<file path="src/core/doc_pkg.sv">
package doc_pkg;

  // ****************************************************************
  // Timing.
  // ****************************************************************
  localparam int CLK_PERIOD_NS = 10;
  localparam int TICK_PERIOD_NS = 1000000;
  localparam int TICK_CYCLES = TICK_PERIOD_NS / CLK_PERIOD_NS;
  localparam int START_WIN_MS = 60;
  localparam int MEM_DELAY_MS = 40;
  localparam int MEM_MAX_MS = 2500;

  // ****************************************************************
  // Levels, ratios and angles.
  // ****************************************************************
  localparam logic [15:0] U_ARM_LVL = 16'h0050;
  localparam logic [15:0] U_LOW_LVL = 16'h0046;
  localparam int START_LOW_NUM = 12;
  localparam int START_LOW_DEN = 100;
  localparam int START_HIGH_NUM = 3;
  localparam int START_HIGH_DEN = 2;
  localparam int START_END_NUM = 5;
  localparam int START_END_DEN = 4;
  localparam logic signed [10:0] SECTOR_DEG = 11'sh050;
  localparam logic signed [10:0] REVERSE_DEG = 11'sh064;
  localparam logic signed [10:0] HALF_TURN = 11'sh0b4;
  localparam logic signed [10:0] FULL_TURN = 11'sh168;
  localparam logic [15:0] HS_INFINITE = 16'hffff;

  // ****************************************************************
  // Register offsets.
  // ****************************************************************
  localparam logic [7:0] SW1_OFS = 8'h00;
  localparam logic [7:0] SW2_OFS = 8'h04;
  localparam logic [7:0] LS_SET_OFS = 8'h08;
  localparam logic [7:0] LS_TIME_OFS = 8'h0c;
  localparam logic [7:0] HS_SET_OFS = 8'h10;
  localparam logic [7:0] HS_TIME_OFS = 8'h14;
  localparam logic [7:0] HS3_TIME_OFS = 8'h18;
  localparam logic [7:0] BASE_OFS = 8'h1c;
  localparam logic [7:0] STATUS_OFS = 8'h20;
  localparam logic [7:0] HS_SHOW_OFS = 8'h24;

  // ****************************************************************
  // Field positions.
  // ****************************************************************
  localparam int SW1_MODE_LSB = 0;
  localparam int SW1_DOUBLE_BIT = 4;
  localparam int SW1_HS_REV_BIT = 6;
  localparam int SW1_MOD_REV_BIT = 7;
  localparam int SW2_HS_NONDIR_BIT = 0;
  localparam int SW2_HS_OFF_BIT = 4;
  localparam logic [2:0] MODE_DEFINITE = 3'h0;
  localparam logic [2:0] MODE_LAST_CURVE = 3'h6;

  // ****************************************************************
  // Reset values.
  // ****************************************************************
  localparam logic [7:0] SW1_RST = 8'h00;
  localparam logic [7:0] SW2_RST = 8'h00;
  localparam logic [15:0] LS_SET_RST = 16'h0100;
  localparam logic [15:0] LS_TIME_RST = 16'h03e8;
  localparam logic [15:0] HS_SET_RST = 16'h0400;
  localparam logic [15:0] HS_TIME_RST = 16'h0064;
  localparam logic [15:0] HS3_TIME_RST = 16'h0032;
  localparam logic [9:0] BASE_RST = 10'h3d3;

  typedef enum logic [2:0] {
    MEM_IDLE = 3'b000,
    MEM_ARMED = 3'b001,
    MEM_WAIT = 3'b010,
    MEM_ON = 3'b011,
    MEM_DONE = 3'b100
  } doc_mem_e;

endpackage

</file>
<file path="src/core/doc_dir_elem.sv">
`timescale 1ns/1ps
module doc_dir_elem (
  input wire logic clk,
  input wire logic rst,
  input wire logic tick,
  input wire logic [15:0] volt,
  input wire logic signed [9:0] i_phase,
  input wire logic signed [9:0] u_phase,
  input wire logic signed [9:0] base,
  output logic fwd,
  output logic rev,
  output logic mem_active
);
  import doc_pkg::*;

  typedef struct packed {
    doc_mem_e state;
    logic [11:0] cnt;
    logic signed [9:0] u_mem;
    logic fwd;
    logic rev;
  } doc_elem_s;

  doc_elem_s st_reg;
  doc_elem_s st_next;
  logic signed [10:0] rel;
  logic signed [10:0] mag;
  logic use_mem;

  always_comb begin
    st_next = st_reg;
    use_mem = (st_reg.state == MEM_ON);
    unique case (st_reg.state)
      MEM_IDLE: begin
        if (volt > U_ARM_LVL) begin
          st_next.state = MEM_ARMED;
        end
      end
      MEM_ARMED: begin
        st_next.u_mem = u_phase;
        st_next.cnt = 12'h000;
        if (volt < U_LOW_LVL) begin
          st_next.state = MEM_WAIT;
        end
      end
      MEM_WAIT: begin
        if (volt > U_ARM_LVL) begin
          st_next.state = MEM_ARMED;
        end else if (volt >= U_LOW_LVL) begin
          st_next.cnt = 12'h000;
        end else if (tick) begin
          st_next.cnt = st_reg.cnt + 12'h001;
          if (st_reg.cnt + 12'h001 >= 12'(MEM_DELAY_MS)) begin
            st_next.state = MEM_ON;
            st_next.cnt = 12'h000;
          end
        end
      end
      MEM_ON: begin
        if (volt > U_ARM_LVL) begin
          st_next.state = MEM_ARMED;
        end else if (tick) begin
          st_next.cnt = st_reg.cnt + 12'h001;
          if (st_reg.cnt + 12'h001 >= 12'(MEM_MAX_MS)) begin
            st_next.state = MEM_DONE;
          end
        end
      end
      MEM_DONE: begin
        if (volt > U_ARM_LVL) begin
          st_next.state = MEM_ARMED;
        end
      end
      default: begin
        st_next.state = MEM_IDLE;
      end
    endcase
    // Angle of current against voltage, then against the base angle.
    rel = 11'(i_phase) - 11'(use_mem ? st_reg.u_mem : u_phase) - 11'(base);
    if (rel >= HALF_TURN) begin
      rel = rel - FULL_TURN;
    end
    if (rel >= HALF_TURN) begin
      rel = rel - FULL_TURN;
    end
    if (rel < -HALF_TURN) begin
      rel = rel + FULL_TURN;
    end
    if (rel < -HALF_TURN) begin
      rel = rel + FULL_TURN;
    end
    mag = (rel < 0) ? -rel : rel;
    if ((volt < U_LOW_LVL) && !use_mem) begin
      st_next.fwd = 1'b0;
      st_next.rev = 1'b0;
    end else begin
      st_next.fwd = (mag <= SECTOR_DEG);
      st_next.rev = (mag > REVERSE_DEG);
    end
  end

  always_ff @(posedge clk) begin
    if (rst) begin
      st_reg <= '{MEM_IDLE, 12'h000, 10'sh000, 1'b0, 1'b0};
    end else begin
      st_reg <= st_next;
    end
  end

  assign fwd = st_reg.fwd;
  assign rev = st_reg.rev;
  assign mem_active = (st_reg.state == MEM_ON);

endmodule

</file>
<file path="src/core/doc_top.sv">
// Our own choices: the APB register port and the placing of the registers.
`timescale 1ns/1ps
// Overview of operation
// - Low-set stage runs definite or inverse time.
// - Definite mode uses configured low-set operate time.
// - Inverse mode offers six selectable curves.
// - Low-set starts on overcurrent within sector.
// - Second high-set start replaces inverse timing.
// - High-set stage definite time, directional optional.
// - Switch disables high-set; shows infinite setting.
// - Start situation, collapsed voltages: non-directional high-set trip.
// - Switch doubles high-set threshold during start.
// - Start situation: 0.12 to 1.5 within 60ms.
// - Start situation ends below 1.25 times setting.
// - Two directional elements, opposite voltage polarised.
// - Forward within 80, undetermined to 100, reverse.
// - Switches reverse high-set or whole module direction.
// - Memory armed above 8%, active after 40ms.
// - Memory leaves when voltage rises above 8%.
// - Both memories active requires both phases in sector.
// - Memory lasts at most 2.5 s.
// - Start output on pickup; trip after operate time.
module doc_top #(
  parameter int TICK_CYCLES = doc_pkg::TICK_CYCLES
) (
  input wire logic MCLK,
  input wire logic SYS_RST,
  input wire logic PSEL,
  input wire logic PENABLE,
  input wire logic PWRITE,
  input wire logic [7:0] PADDR,
  input wire logic [31:0] PWDATA,
  output logic [31:0] PRDATA,
  output logic PREADY,
  output logic PSLVERR,
  input wire logic [15:0] I_A,
  input wire logic [15:0] I_B,
  input wire logic [15:0] U_A,
  input wire logic [15:0] U_B,
  input wire logic signed [9:0] IPH_A,
  input wire logic signed [9:0] IPH_B,
  input wire logic signed [9:0] UPH_A,
  input wire logic signed [9:0] UPH_B,
  input wire logic HS3_START,
  output logic LS_START,
  output logic LS_TRIP,
  output logic HS_START,
  output logic HS_TRIP,
  output logic TRIP_DIR,
  output logic START_SIT,
  output logic [1:0] MEM_ACTIVE
);
  import doc_pkg::*;

  typedef struct packed {
    logic [16:0] tick_cnt;
    logic tick;
    logic pready;
    logic pslverr;
    logic [31:0] prdata;
    logic [7:0] sw1;
    logic [7:0] sw2;
    logic [15:0] ls_set;
    logic [15:0] ls_time;
    logic [15:0] hs_set;
    logic [15:0] hs_time;
    logic [15:0] hs3_time;
    logic [9:0] base;
    logic [5:0] win_cnt;
    logic win_arm;
    logic start_sit;
    logic [15:0] ls_cnt;
    logic [31:0] ls_acc;
    logic [15:0] hs_cnt;
    logic ls_start;
    logic ls_trip;
    logic hs_start;
    logic hs_trip;
    logic trip_dir;
    logic [1:0] mem;
  } doc_top_s;

  doc_top_s st_reg;
  doc_top_s st_next;

  logic [1:0] fwd;
  logic [1:0] rev;
  logic [1:0] mem_on;
  logic [15:0] volt [2];
  logic [15:0] cur [2];
  logic signed [9:0] iph [2];
  logic signed [9:0] uph [2];

  // ****************************************************************
  // Decoding and curve helpers.
  // ****************************************************************
  function automatic logic addr_known(input logic [7:0] a);
    addr_known = (a == SW1_OFS) || (a == SW2_OFS) || (a == LS_SET_OFS)
      || (a == LS_TIME_OFS) || (a == HS_SET_OFS) || (a == HS_TIME_OFS)
      || (a == HS3_TIME_OFS) || (a == BASE_OFS) || (a == STATUS_OFS)
      || (a == HS_SHOW_OFS);
  endfunction

  function automatic logic [31:0] inv_inc(input logic [2:0] curve,
                                          input logic [15:0] excess);
    logic [31:0] e;
    e = {16'h0000, excess};
    unique case (curve)
      3'h1: inv_inc = e;
      3'h2: inv_inc = e << 1;
      3'h3: inv_inc = e << 2;
      3'h4: inv_inc = e << 3;
      3'h5: inv_inc = e >> 1;
      3'h6: inv_inc = e << 4;
      default: inv_inc = 32'h0000_0000;
    endcase
  endfunction

  function automatic logic dir_ok(input logic f, input logic r,
                                  input logic flip);
    dir_ok = flip ? r : f;
  endfunction

  // ****************************************************************
  // Directional elements.
  // ****************************************************************
  assign volt[0] = U_A;
  assign volt[1] = U_B;
  assign cur[0] = I_A;
  assign cur[1] = I_B;
  assign iph[0] = IPH_A;
  assign iph[1] = IPH_B;
  assign uph[0] = UPH_A;
  assign uph[1] = UPH_B;

  genvar g;
  generate
    for (g = 0; g < 2; g++) begin : gen_elem
      doc_dir_elem u_elem (
        .clk(MCLK),
        .rst(SYS_RST),
        .tick(st_reg.tick),
        .volt(volt[g]),
        .i_phase(iph[g]),
        .u_phase(uph[g]),
        .base(st_reg.base),
        .fwd(fwd[g]),
        .rev(rev[g]),
        .mem_active(mem_on[g])
      );
    end
  endgenerate

  // ****************************************************************
  // Next state.
  // ****************************************************************
  logic [15:0] imax;
  logic [23:0] imax_w;
  logic [23:0] set_w;
  logic [16:0] hs_eff;
  logic [1:0] ls_ok;
  logic [1:0] hs_ok;
  logic ls_pick;
  logic hs_pick;
  logic hs_dir;
  logic both_mem;
  logic low_u;
  logic inverse;
  logic [15:0] excess;
  logic [15:0] hs_show;
  logic wr;
  logic [31:0] rd;

  always_comb begin
    st_next = st_reg;
    imax = (I_A > I_B) ? I_A : I_B;
    imax_w = {8'h00, imax};
    set_w = {8'h00, st_reg.ls_set};
    inverse = (st_reg.sw1[SW1_MODE_LSB +: 3] != MODE_DEFINITE)
      && (st_reg.sw1[SW1_MODE_LSB +: 3] <= MODE_LAST_CURVE);
    both_mem = mem_on[0] & mem_on[1];
    low_u = (U_A < U_LOW_LVL) && (U_B < U_LOW_LVL);

    // Millisecond timebase.
    st_next.tick = 1'b0;
    if (st_reg.tick_cnt >= 17'(TICK_CYCLES - 1)) begin
      st_next.tick_cnt = 17'h00000;
      st_next.tick = 1'b1;
    end else begin
      st_next.tick_cnt = st_reg.tick_cnt + 17'h00001;
    end

    // ****************************************************************
    // Start situation detection.
    // ****************************************************************
    if (imax_w * 24'(START_LOW_DEN) < set_w * 24'(START_LOW_NUM)) begin
      st_next.win_arm = 1'b1;
      st_next.win_cnt = 6'h00;
    end else if (st_reg.win_arm) begin
      if (imax_w * 24'(START_HIGH_DEN) > set_w * 24'(START_HIGH_NUM)) begin
        st_next.start_sit = 1'b1;
        st_next.win_arm = 1'b0;
      end else if (st_reg.tick) begin
        st_next.win_cnt = st_reg.win_cnt + 6'h01;
        if (st_reg.win_cnt + 6'h01 >= 6'(START_WIN_MS)) begin
          st_next.win_arm = 1'b0;
        end
      end
    end
    if (st_reg.start_sit
        && (imax_w * 24'(START_END_DEN) < set_w * 24'(START_END_NUM))) begin
      st_next.start_sit = 1'b0;
    end

    // ****************************************************************
    // Low-set stage.
    // ****************************************************************
    for (int k = 0; k < 2; k++) begin
      ls_ok[k] = dir_ok(fwd[k], rev[k], st_reg.sw1[SW1_MOD_REV_BIT]);
      hs_ok[k] = dir_ok(fwd[k], rev[k],
        st_reg.sw1[SW1_MOD_REV_BIT] ^ st_reg.sw1[SW1_HS_REV_BIT]);
    end
    if (both_mem) begin
      ls_pick = (ls_ok == 2'b11) && (imax > st_reg.ls_set);
    end else begin
      ls_pick = ((I_A > st_reg.ls_set) && ls_ok[0])
        || ((I_B > st_reg.ls_set) && ls_ok[1]);
    end
    excess = (imax > st_reg.ls_set) ? imax - st_reg.ls_set : 16'h0000;
    st_next.ls_start = ls_pick;
    if (!ls_pick) begin
      st_next.ls_cnt = 16'h0000;
      st_next.ls_acc = 32'h0000_0000;
      st_next.ls_trip = 1'b0;
    end else if (st_reg.tick) begin
      st_next.ls_cnt = (st_reg.ls_cnt == 16'hffff) ? st_reg.ls_cnt
        : st_reg.ls_cnt + 16'h0001;
      if (inverse && HS3_START) begin
        st_next.ls_trip = (st_reg.ls_cnt + 16'h0001 >= st_reg.hs3_time);
      end else if (inverse) begin
        st_next.ls_acc = st_reg.ls_acc
          + inv_inc(st_reg.sw1[SW1_MODE_LSB +: 3], excess);
        st_next.ls_trip = (st_next.ls_acc >= {st_reg.ls_time, 16'h0000});
      end else begin
        st_next.ls_trip = (st_reg.ls_cnt + 16'h0001 >= st_reg.ls_time);
      end
    end
    st_next.trip_dir = st_next.ls_trip && (ls_ok == 2'b11);

    // ****************************************************************
    // High-set stage.
    // ****************************************************************
    if (st_reg.sw2[SW2_HS_OFF_BIT]) begin
      hs_eff = 17'h1ffff;
    end else if (st_reg.sw1[SW1_DOUBLE_BIT] && st_reg.start_sit) begin
      hs_eff = {st_reg.hs_set, 1'b0};
    end else begin
      hs_eff = {1'b0, st_reg.hs_set};
    end
    hs_show = st_reg.sw2[SW2_HS_OFF_BIT] ? HS_INFINITE : st_reg.hs_set;
    if (st_reg.sw2[SW2_HS_NONDIR_BIT]) begin
      hs_dir = 1'b1;
    end else if (st_reg.start_sit && low_u) begin
      hs_dir = 1'b1;
    end else if (both_mem) begin
      hs_dir = (hs_ok == 2'b11);
    end else begin
      hs_dir = 1'b0;
    end
    hs_pick = ({1'b0, I_A} > hs_eff && (hs_dir || hs_ok[0]))
      || ({1'b0, I_B} > hs_eff && (hs_dir || hs_ok[1]));
    if (st_reg.sw2[SW2_HS_OFF_BIT] || (both_mem && !hs_dir)) begin
      hs_pick = 1'b0;
    end
    st_next.hs_start = hs_pick;
    if (!hs_pick) begin
      st_next.hs_cnt = 16'h0000;
      st_next.hs_trip = 1'b0;
    end else if (st_reg.tick) begin
      st_next.hs_cnt = (st_reg.hs_cnt == 16'hffff) ? st_reg.hs_cnt
        : st_reg.hs_cnt + 16'h0001;
      st_next.hs_trip = (st_reg.hs_cnt + 16'h0001 >= st_reg.hs_time);
    end
    st_next.mem = mem_on;

    // ****************************************************************
    // Register access.
    // ****************************************************************
    unique case (PADDR)
      SW1_OFS: rd = {24'h000000, st_reg.sw1};
      SW2_OFS: rd = {24'h000000, st_reg.sw2};
      LS_SET_OFS: rd = {16'h0000, st_reg.ls_set};
      LS_TIME_OFS: rd = {16'h0000, st_reg.ls_time};
      HS_SET_OFS: rd = {16'h0000, st_reg.hs_set};
      HS_TIME_OFS: rd = {16'h0000, st_reg.hs_time};
      HS3_TIME_OFS: rd = {16'h0000, st_reg.hs3_time};
      BASE_OFS: rd = {22'h000000, st_reg.base};
      STATUS_OFS: rd = {22'h000000, st_reg.mem, st_reg.start_sit,
        st_reg.trip_dir, st_reg.hs_trip, st_reg.hs_start, st_reg.ls_trip,
        st_reg.ls_start, fwd[1], fwd[0]};
      HS_SHOW_OFS: rd = {16'h0000, hs_show};
      default: rd = 32'h0000_0000;
    endcase
    st_next.pready = PSEL && PENABLE && !st_reg.pready;
    st_next.pslverr = PSEL && PENABLE && !st_reg.pready && !addr_known(PADDR);
    if (PSEL && PENABLE && !st_reg.pready && !PWRITE) begin
      st_next.prdata = rd;
    end
    wr = PSEL && PENABLE && st_reg.pready && PWRITE;
    if (wr) begin
      unique case (PADDR)
        SW1_OFS: st_next.sw1 = PWDATA[7:0];
        SW2_OFS: st_next.sw2 = PWDATA[7:0];
        LS_SET_OFS: st_next.ls_set = PWDATA[15:0];
        LS_TIME_OFS: st_next.ls_time = PWDATA[15:0];
        HS_SET_OFS: st_next.hs_set = PWDATA[15:0];
        HS_TIME_OFS: st_next.hs_time = PWDATA[15:0];
        HS3_TIME_OFS: st_next.hs3_time = PWDATA[15:0];
        BASE_OFS: st_next.base = PWDATA[9:0];
        default: st_next.base = st_reg.base;
      endcase
    end
  end

  always_ff @(posedge MCLK) begin
    if (SYS_RST) begin
      st_reg <= '0;
      st_reg.sw1 <= SW1_RST;
      st_reg.sw2 <= SW2_RST;
      st_reg.ls_set <= LS_SET_RST;
      st_reg.ls_time <= LS_TIME_RST;
      st_reg.hs_set <= HS_SET_RST;
      st_reg.hs_time <= HS_TIME_RST;
      st_reg.hs3_time <= HS3_TIME_RST;
      st_reg.base <= BASE_RST;
    end else begin
      st_reg <= st_next;
    end
  end

  assign PRDATA = st_reg.prdata;
  assign PREADY = st_reg.pready;
  assign PSLVERR = st_reg.pslverr;
  assign LS_START = st_reg.ls_start;
  assign LS_TRIP = st_reg.ls_trip;
  assign HS_START = st_reg.hs_start;
  assign HS_TRIP = st_reg.hs_trip;
  assign TRIP_DIR = st_reg.trip_dir;
  assign START_SIT = st_reg.start_sit;
  assign MEM_ACTIVE = st_reg.mem;

endmodule

</file>
<file path="config.mk">
export PLATFORM = sky130hd
export DESIGN_NAME = doc_top
export DESIGN_NICKNAME = d
export VERILOG_FILES = /design/src/core/doc_pkg.sv /design/src/core/doc_dir_elem.sv /design/src/core/doc_top.sv
export SDC_FILE = /design/constraint.sdc
export NUM_CORES = 1
export LEC_CHECK = 0
export BUFFER_PORTS_ARGS = -buffer_cell sky130_fd_sc_hd__buf_4
export CAP_MARGIN = 40
export CORE_MARGIN = 8
export CORE_UTILIZATION = 55
export DETAILED_ROUTE_END_ITERATION = 12
export HOLD_SLACK_MARGIN = 0.05
export PLACE_DENSITY = 0.71
export SLEW_MARGIN = 20
export SYNTH_ARGS = -nofsm -noshare
export SYNTH_HDL_FRONTEND = slang
export SYNTH_SLANG_ARGS = --single-unit
</file>
<file path="constraint.sdc">
create_clock -name MCLK -period 26.8 [get_ports MCLK]
set_input_delay 2.68 -clock MCLK [delete_from_list [all_inputs] [get_ports MCLK]]
set_output_delay 2.68 -clock MCLK [all_outputs]
set_load 0.01 [all_outputs]
</file>
# == Word level (Yosys, flattened, before mapping) ==
# Index checks and enable logic that the tools add are counted.
# totals
register_bits,291
output_inout_bits,42
# op_classes
add_sub_neg,22
multipliers,4
magnitude_cmp,40
n_eq_ne,49
muxes,71
bitwise,9
reduce_logical,73
# ops
operator,count
$pmux 16 s10,1
$mux 11,12
$mux 32,4
$pmux 20 s6,1
$mux 15,6
$mux 12,6
$pmux 12 s3,2
$gt 16x16->1,4
$ge 16x16->1,3
$mux 16,3
$add 11x10->11 const B,4
$ge 11x9->1 const B,4
$lt 11x9->1 const B,4
$sub 11x10->11 const B,4
$mul 16x2->18 const B,2
$mux 3,12
$gt 16x17->1,2
$mux 17,2
$add 16x1->16 const B,2
$add 32x32->32,1
$eq 16x16->1 const B,2
$eq 8x5->1 const B,4
$ge 16x7->1 const B,2
$ge 32x32->1,1
51 further kinds,180

# == Depth between registers and ports, before layout ==
# depth
ltp_word,16
depth_mapped,68

# == By module ==
# A second synthesis with hierarchy kept.
# hier_totals
hier_cells,3892
area_unflattened_um2,29933.7
# by_module_without_submodules
mod,n_inst,cells_each,area_each_um2,seq_area_each_um2
doc_top,1,2668,20712.4,4424.2
doc_dir_elem,2,612,4610.7,540.5

# == Least setup slack after synthesis ==
# Ideal clock, no wire load.
# synth_timing
path_kind,input-to-reg
startpoint,in I_B[1]
endpoint,"reg st_reg, in the netlist TRIP_DIR"
setup_time_ns,0.078
arrival_ns,13.422
required_ns,26.722
path_slack_ns,13.300
path_stages,65
path_buffers,1
cell_sequence,inv_1 -> ha_1 -> nor2b_1 -> o21a_1 -> o21a_1 -> o21a_1 -> o21a_1 -> o21a_1 -> o21a_1 -> o21ai_0 -> a21boi_0 -> o21ai_0 -> a22oi_1 -> clkbuf_1 -> o21ai_0 -> ha_1 -> nor2b_1 -> o21ai_0 -> (+29 left out) -> a2111oi_0 -> o41ai_1 -> a31oi_1 -> nor3_1 -> nand2_1 -> xnor2_1 -> ha_1 -> nand4_1 -> nor2_1 -> nand4_1 -> nor3_1 -> nand3_1 -> or4_1 -> nor4_1 -> a41oi_1 -> a221oi_1 -> mux2i_1 -> nor3_1
# synth_between
elab_chain_cells,16
word_cells_on_any_way,22
classes_between,add/sub (2); order compare (4); mux (12); reduce/logical (4)
# synth_lines
item,line,source
start: declaration,doc_top.sv:37,"input wire logic [15:0] I_B,"
$gt 16x16->1,doc_top.sv:176,imax = (I_A > I_B) ? I_A : I_B;
$mux 16,doc_top.sv:176,
$sub 16x16->16 / $gt 16x16->1 (equally long branches),"doc_top.sv:229, doc_top.sv:224",
$mux 16,doc_top.sv:229,excess = (imax > st_reg.ls_set) ? imax - st_reg.ls_set : 16'h0000;
$pmux 20 s6,doc_top.sv:108,unique case (curve)
$mux 32,doc_top.sv:240,end else if (inverse) begin
$mux 32,doc_top.sv:238,if (inverse && HS3_START) begin
$mux 32,doc_top.sv:235,end else if (st_reg.tick) begin
$mux 32,doc_top.sv:231,if (!ls_pick) begin
$add 32x32->32,doc_top.sv:242,"+ inv_inc(st_reg.sw1[SW1_MODE_LSB +: 3], excess);"
$ge 32x32->1,doc_top.sv:243,"st_next.ls_trip = (st_next.ls_acc >= {st_reg.ls_time, 16'h0000});"
$mux 1,doc_top.sv:240,
$mux 1,doc_top.sv:238,
$mux 1,doc_top.sv:235,
$mux 1 *,doc_top.sv:231,
$logic_and 1x1->1 *,doc_top.sv:248,st_next.trip_dir = st_next.ls_trip && (ls_ok == 2'b11);
end signal: assignment,doc_top.sv:337,st_reg <= st_next;
end: declaration,doc_top.sv:83,doc_top_s st_reg;
# Mark *: on every way between the ends. The rest lies on a longest branch, timed or not. The select of a mux whose other input is x is not followed.
# A chain may end at the register's enable or synchronous reset.

# == Worst setup path in the final report ==
# Ends and elaborated chain as after synthesis.

==> impl_results.md <==
- Post-layout nets: 4338
- Critical-path top delay cell: a31oi_1
- Peak VDD IR: 0.199 mV
- CTS root buf: clkbuf_16
- Initial antenna violation count: 1
- Core area: 51200 um^2
- Setup Buffers After CTS: 0
- CTS Buf Count: 31
- First-pass GRT wire length: 130000 um
- Startpoint Class: input pin
- Fin Setup TNS: 0 ps
- CP max FO: 31
- Synthesis-to-finish area growth: 9.61%
- Setup ws final: 11760 ps
- Sequential-to-total area share from yosys stat: 0.194
- TritonRoute pass-1 iters: 6
- Port buffer count: 159
- Die extent in y: 243 um
- H-tree depth: 1
- Crit path from: I_B[1]
- RSZ-0062 raised after global routing: false
- Grt total ovfl: 0
- I/O pin total: 192
- Clock skew: 30.6 ps
- Worst slack, placed: 10910 ps
- Max Freq: 0.0665 GHz
- Status: completed
- Mean post-synth cell area: 7.64 um^2
- Vias in the first global route: 24500
- Total die area: 59100 um^2
- Met3 Wirelength: 5770 um
- Req. time, crit path: 27320 ps
- Top cell type's share of synthesized area: 0.194
- WL final: 81300 um
- M1 WL: 35900 um
- N_diodes: 0
- Worst path arrival time: 15560 ps
- EDFF count, synth: 0
- Worst Hold Class: reg2reg
- Worst skew pair latency: 600 ps
- Detailed Place HPWL: 63500 um
- Mapped Area: 28400 um^2
- Yosys top cell by area: dfxtp_1
- Max reg flops: 179
- Yosys cell types: 118
- Die X: 243 um
- R2r startpoint: gen_elem[1].u_elem.st_reg[25]
- Mapped Cells: 3712
- Largest net degree at the start of global routing: 82
- Max stage delay on crit path: 610 ps
- Via count: 26800
- DRC Markers: 0
- Fill count: 4743
- Crit path top cell by count: o21ai_0
- Crit Path Class: in2reg
- WL/cell: 18.2 um
- FP Rows: 83
- Layout cells sized above 1: 0.0946
- DRT iter0 DRCs: 2207
- Most common library cell in the layout ignoring fill and taps: nand2_1
- Top_reg_cell synth: dfxtp_1
- Final Critical Period: 15040 ps
- Hold_sp: st_reg[170]
- Fin. max-slew vios: 0
- Crit share post-route: 0.561
- Initial core utilization: 0.554
- GRT Total Usage: 0.263
- Synth area leaders: dfxtp_1, ha_1, a21oi_1, nand2_1, nor2_1
- CTS clk-pin slew, worst paths: 60 ps
- Vias per Instance: 5.98
- Hold Violations, Final: 0
- Seq cells post-synth: 275
- CTS Sinks: 275
- GPL Wtd Cong: 0.949
- Hold_buf cts: 0
- Warnings, synthesis: 0
- Clk buf depth: 3
- Most frequent cells in the layout: nand2_1, ha_1, nor2_1
- Synth async-reset ratio: 0
- Max cap viols: 0
- CTS tree: built
- Final setup fails: 0
- Slew @ Worst Pin: 839 ps
- Slew Limit Headroom: 0.435
- Cts repair resizes: 0
- DRT antenna net count: 0
- Critical Path End Type: flop
- Uppermost routed layer: met5
- WL met2: 37300 um
- Pwr/cell area: 96.3 nW/um^2
- Leak: 0.0135 uW
routing by layer:
metal | global-route usage | vias up
met2 | 0.441 | 807
met1 | 0.345 | 12500
met4 | 0.0700 | 2
li1 | - | 13400
met3 | 0.0438 | 143
met5 | 0 | -
per-stage QoR:
step	area, um^2	hold WS, ps	util	total power [uW]	instances
after global routing	31100	470	0.608	3260	4476
final	31100	457	0.608	3000	4476
after CTS	31100	454	0.607	2980	4472
after floorplan	28400	430	-	2130	3727
after detailed placement	30000	447	0.585	2500	4416
after global placement	29900	443	0.583	2480	4409
final cells by class:
class,count,area (um^2),share of cell area
Multi-Input combinational cell,2999,21100,0.678
Sequential cell,275,5510,0.177
Tap cell,680,851,0.0274
Clock buffer,45,888,0.0286
Clock inverter,11,226,0.00728
Timing Repair Buffer,204,1580,0.0506
Inverter,262,983,0.0316
cells by family (layout without fill, tap and decap cells):
logic type | after synthesis | after routing | share of synthesized area
fa+ha+maj | 415 | 415 | 0.192
simple gates | 1233 | 1233 | 0.206
mux | 108 | 108 | 0.0401
other cells | 1 | 16 | 0.000132
flops | 275 | 275 | 0.194
xor+xnor | 202 | 202 | 0.0629
compound gates | 1025 | 1025 | 0.239
buf+inv | 453 | 522 | 0.0662
synth_stat cells, types with 9 or more instances:
master     count
a221oi_1      21
mux2i_1       81
a311oi_1      13
fa_1          35
nor2b_1       44
a21boi_0      14
buf_1         12
or3_1         25
and3_1        67
a31oi_1       22
a22oi_1       10
nand4_1       56
o21a_1        62
o21bai_1      15
o22ai_1       12
xnor2_1      111
a211oi_1      58
o2111ai_1     14
mux2_2        25
buf_4         35
nor3_1        67
and2_1        23
inv_1        260
nand3_1       92
xor2_1        89
nor2_1       324
a21oi_1      318
nand2_1      393
clkbuf_1     127
a21o_1        83
nor3b_1       14
a221o_1        9
nand2b_1      50
ha_1         380
a211o_1       14
o21ai_0      199
o21ai_1        9
or2_2         16
dfxtp_1      275
nor4_1        21
o211ai_1      33
critical path: cells and delay by family:
family                   cells  cell delay, ps
adder cells (fa/ha/maj)      5            1510
AND/OR/NAND/NOR             17            3230
multiplexers                 2             410
XOR/XNOR                     1              70
buffers and inverters        5             720
AO/OA/AOI/OAI               37            6910
report_power, final:
part           internal [uW]  total [uW]  switching, uW
registers                421         431           9.19
logic                    846        2100           1250
clock network            287         470            182
total                   1550        3000           1440
worst paths after layout:
| path | to | slack [ps] | depth (start not counted) |
|---|---|---|---|
| setup / recovery | TRIP_DIR | 11760 | 67 |
| setup reg to reg | gen_elem[1].u_elem.rev | 15860 | 36 |
| hold / removal | st_reg[170] | 460 | 2 |
| hold reg to reg | st_reg[170] | 460 | 2 |
(Power assumes the default switching activity.)
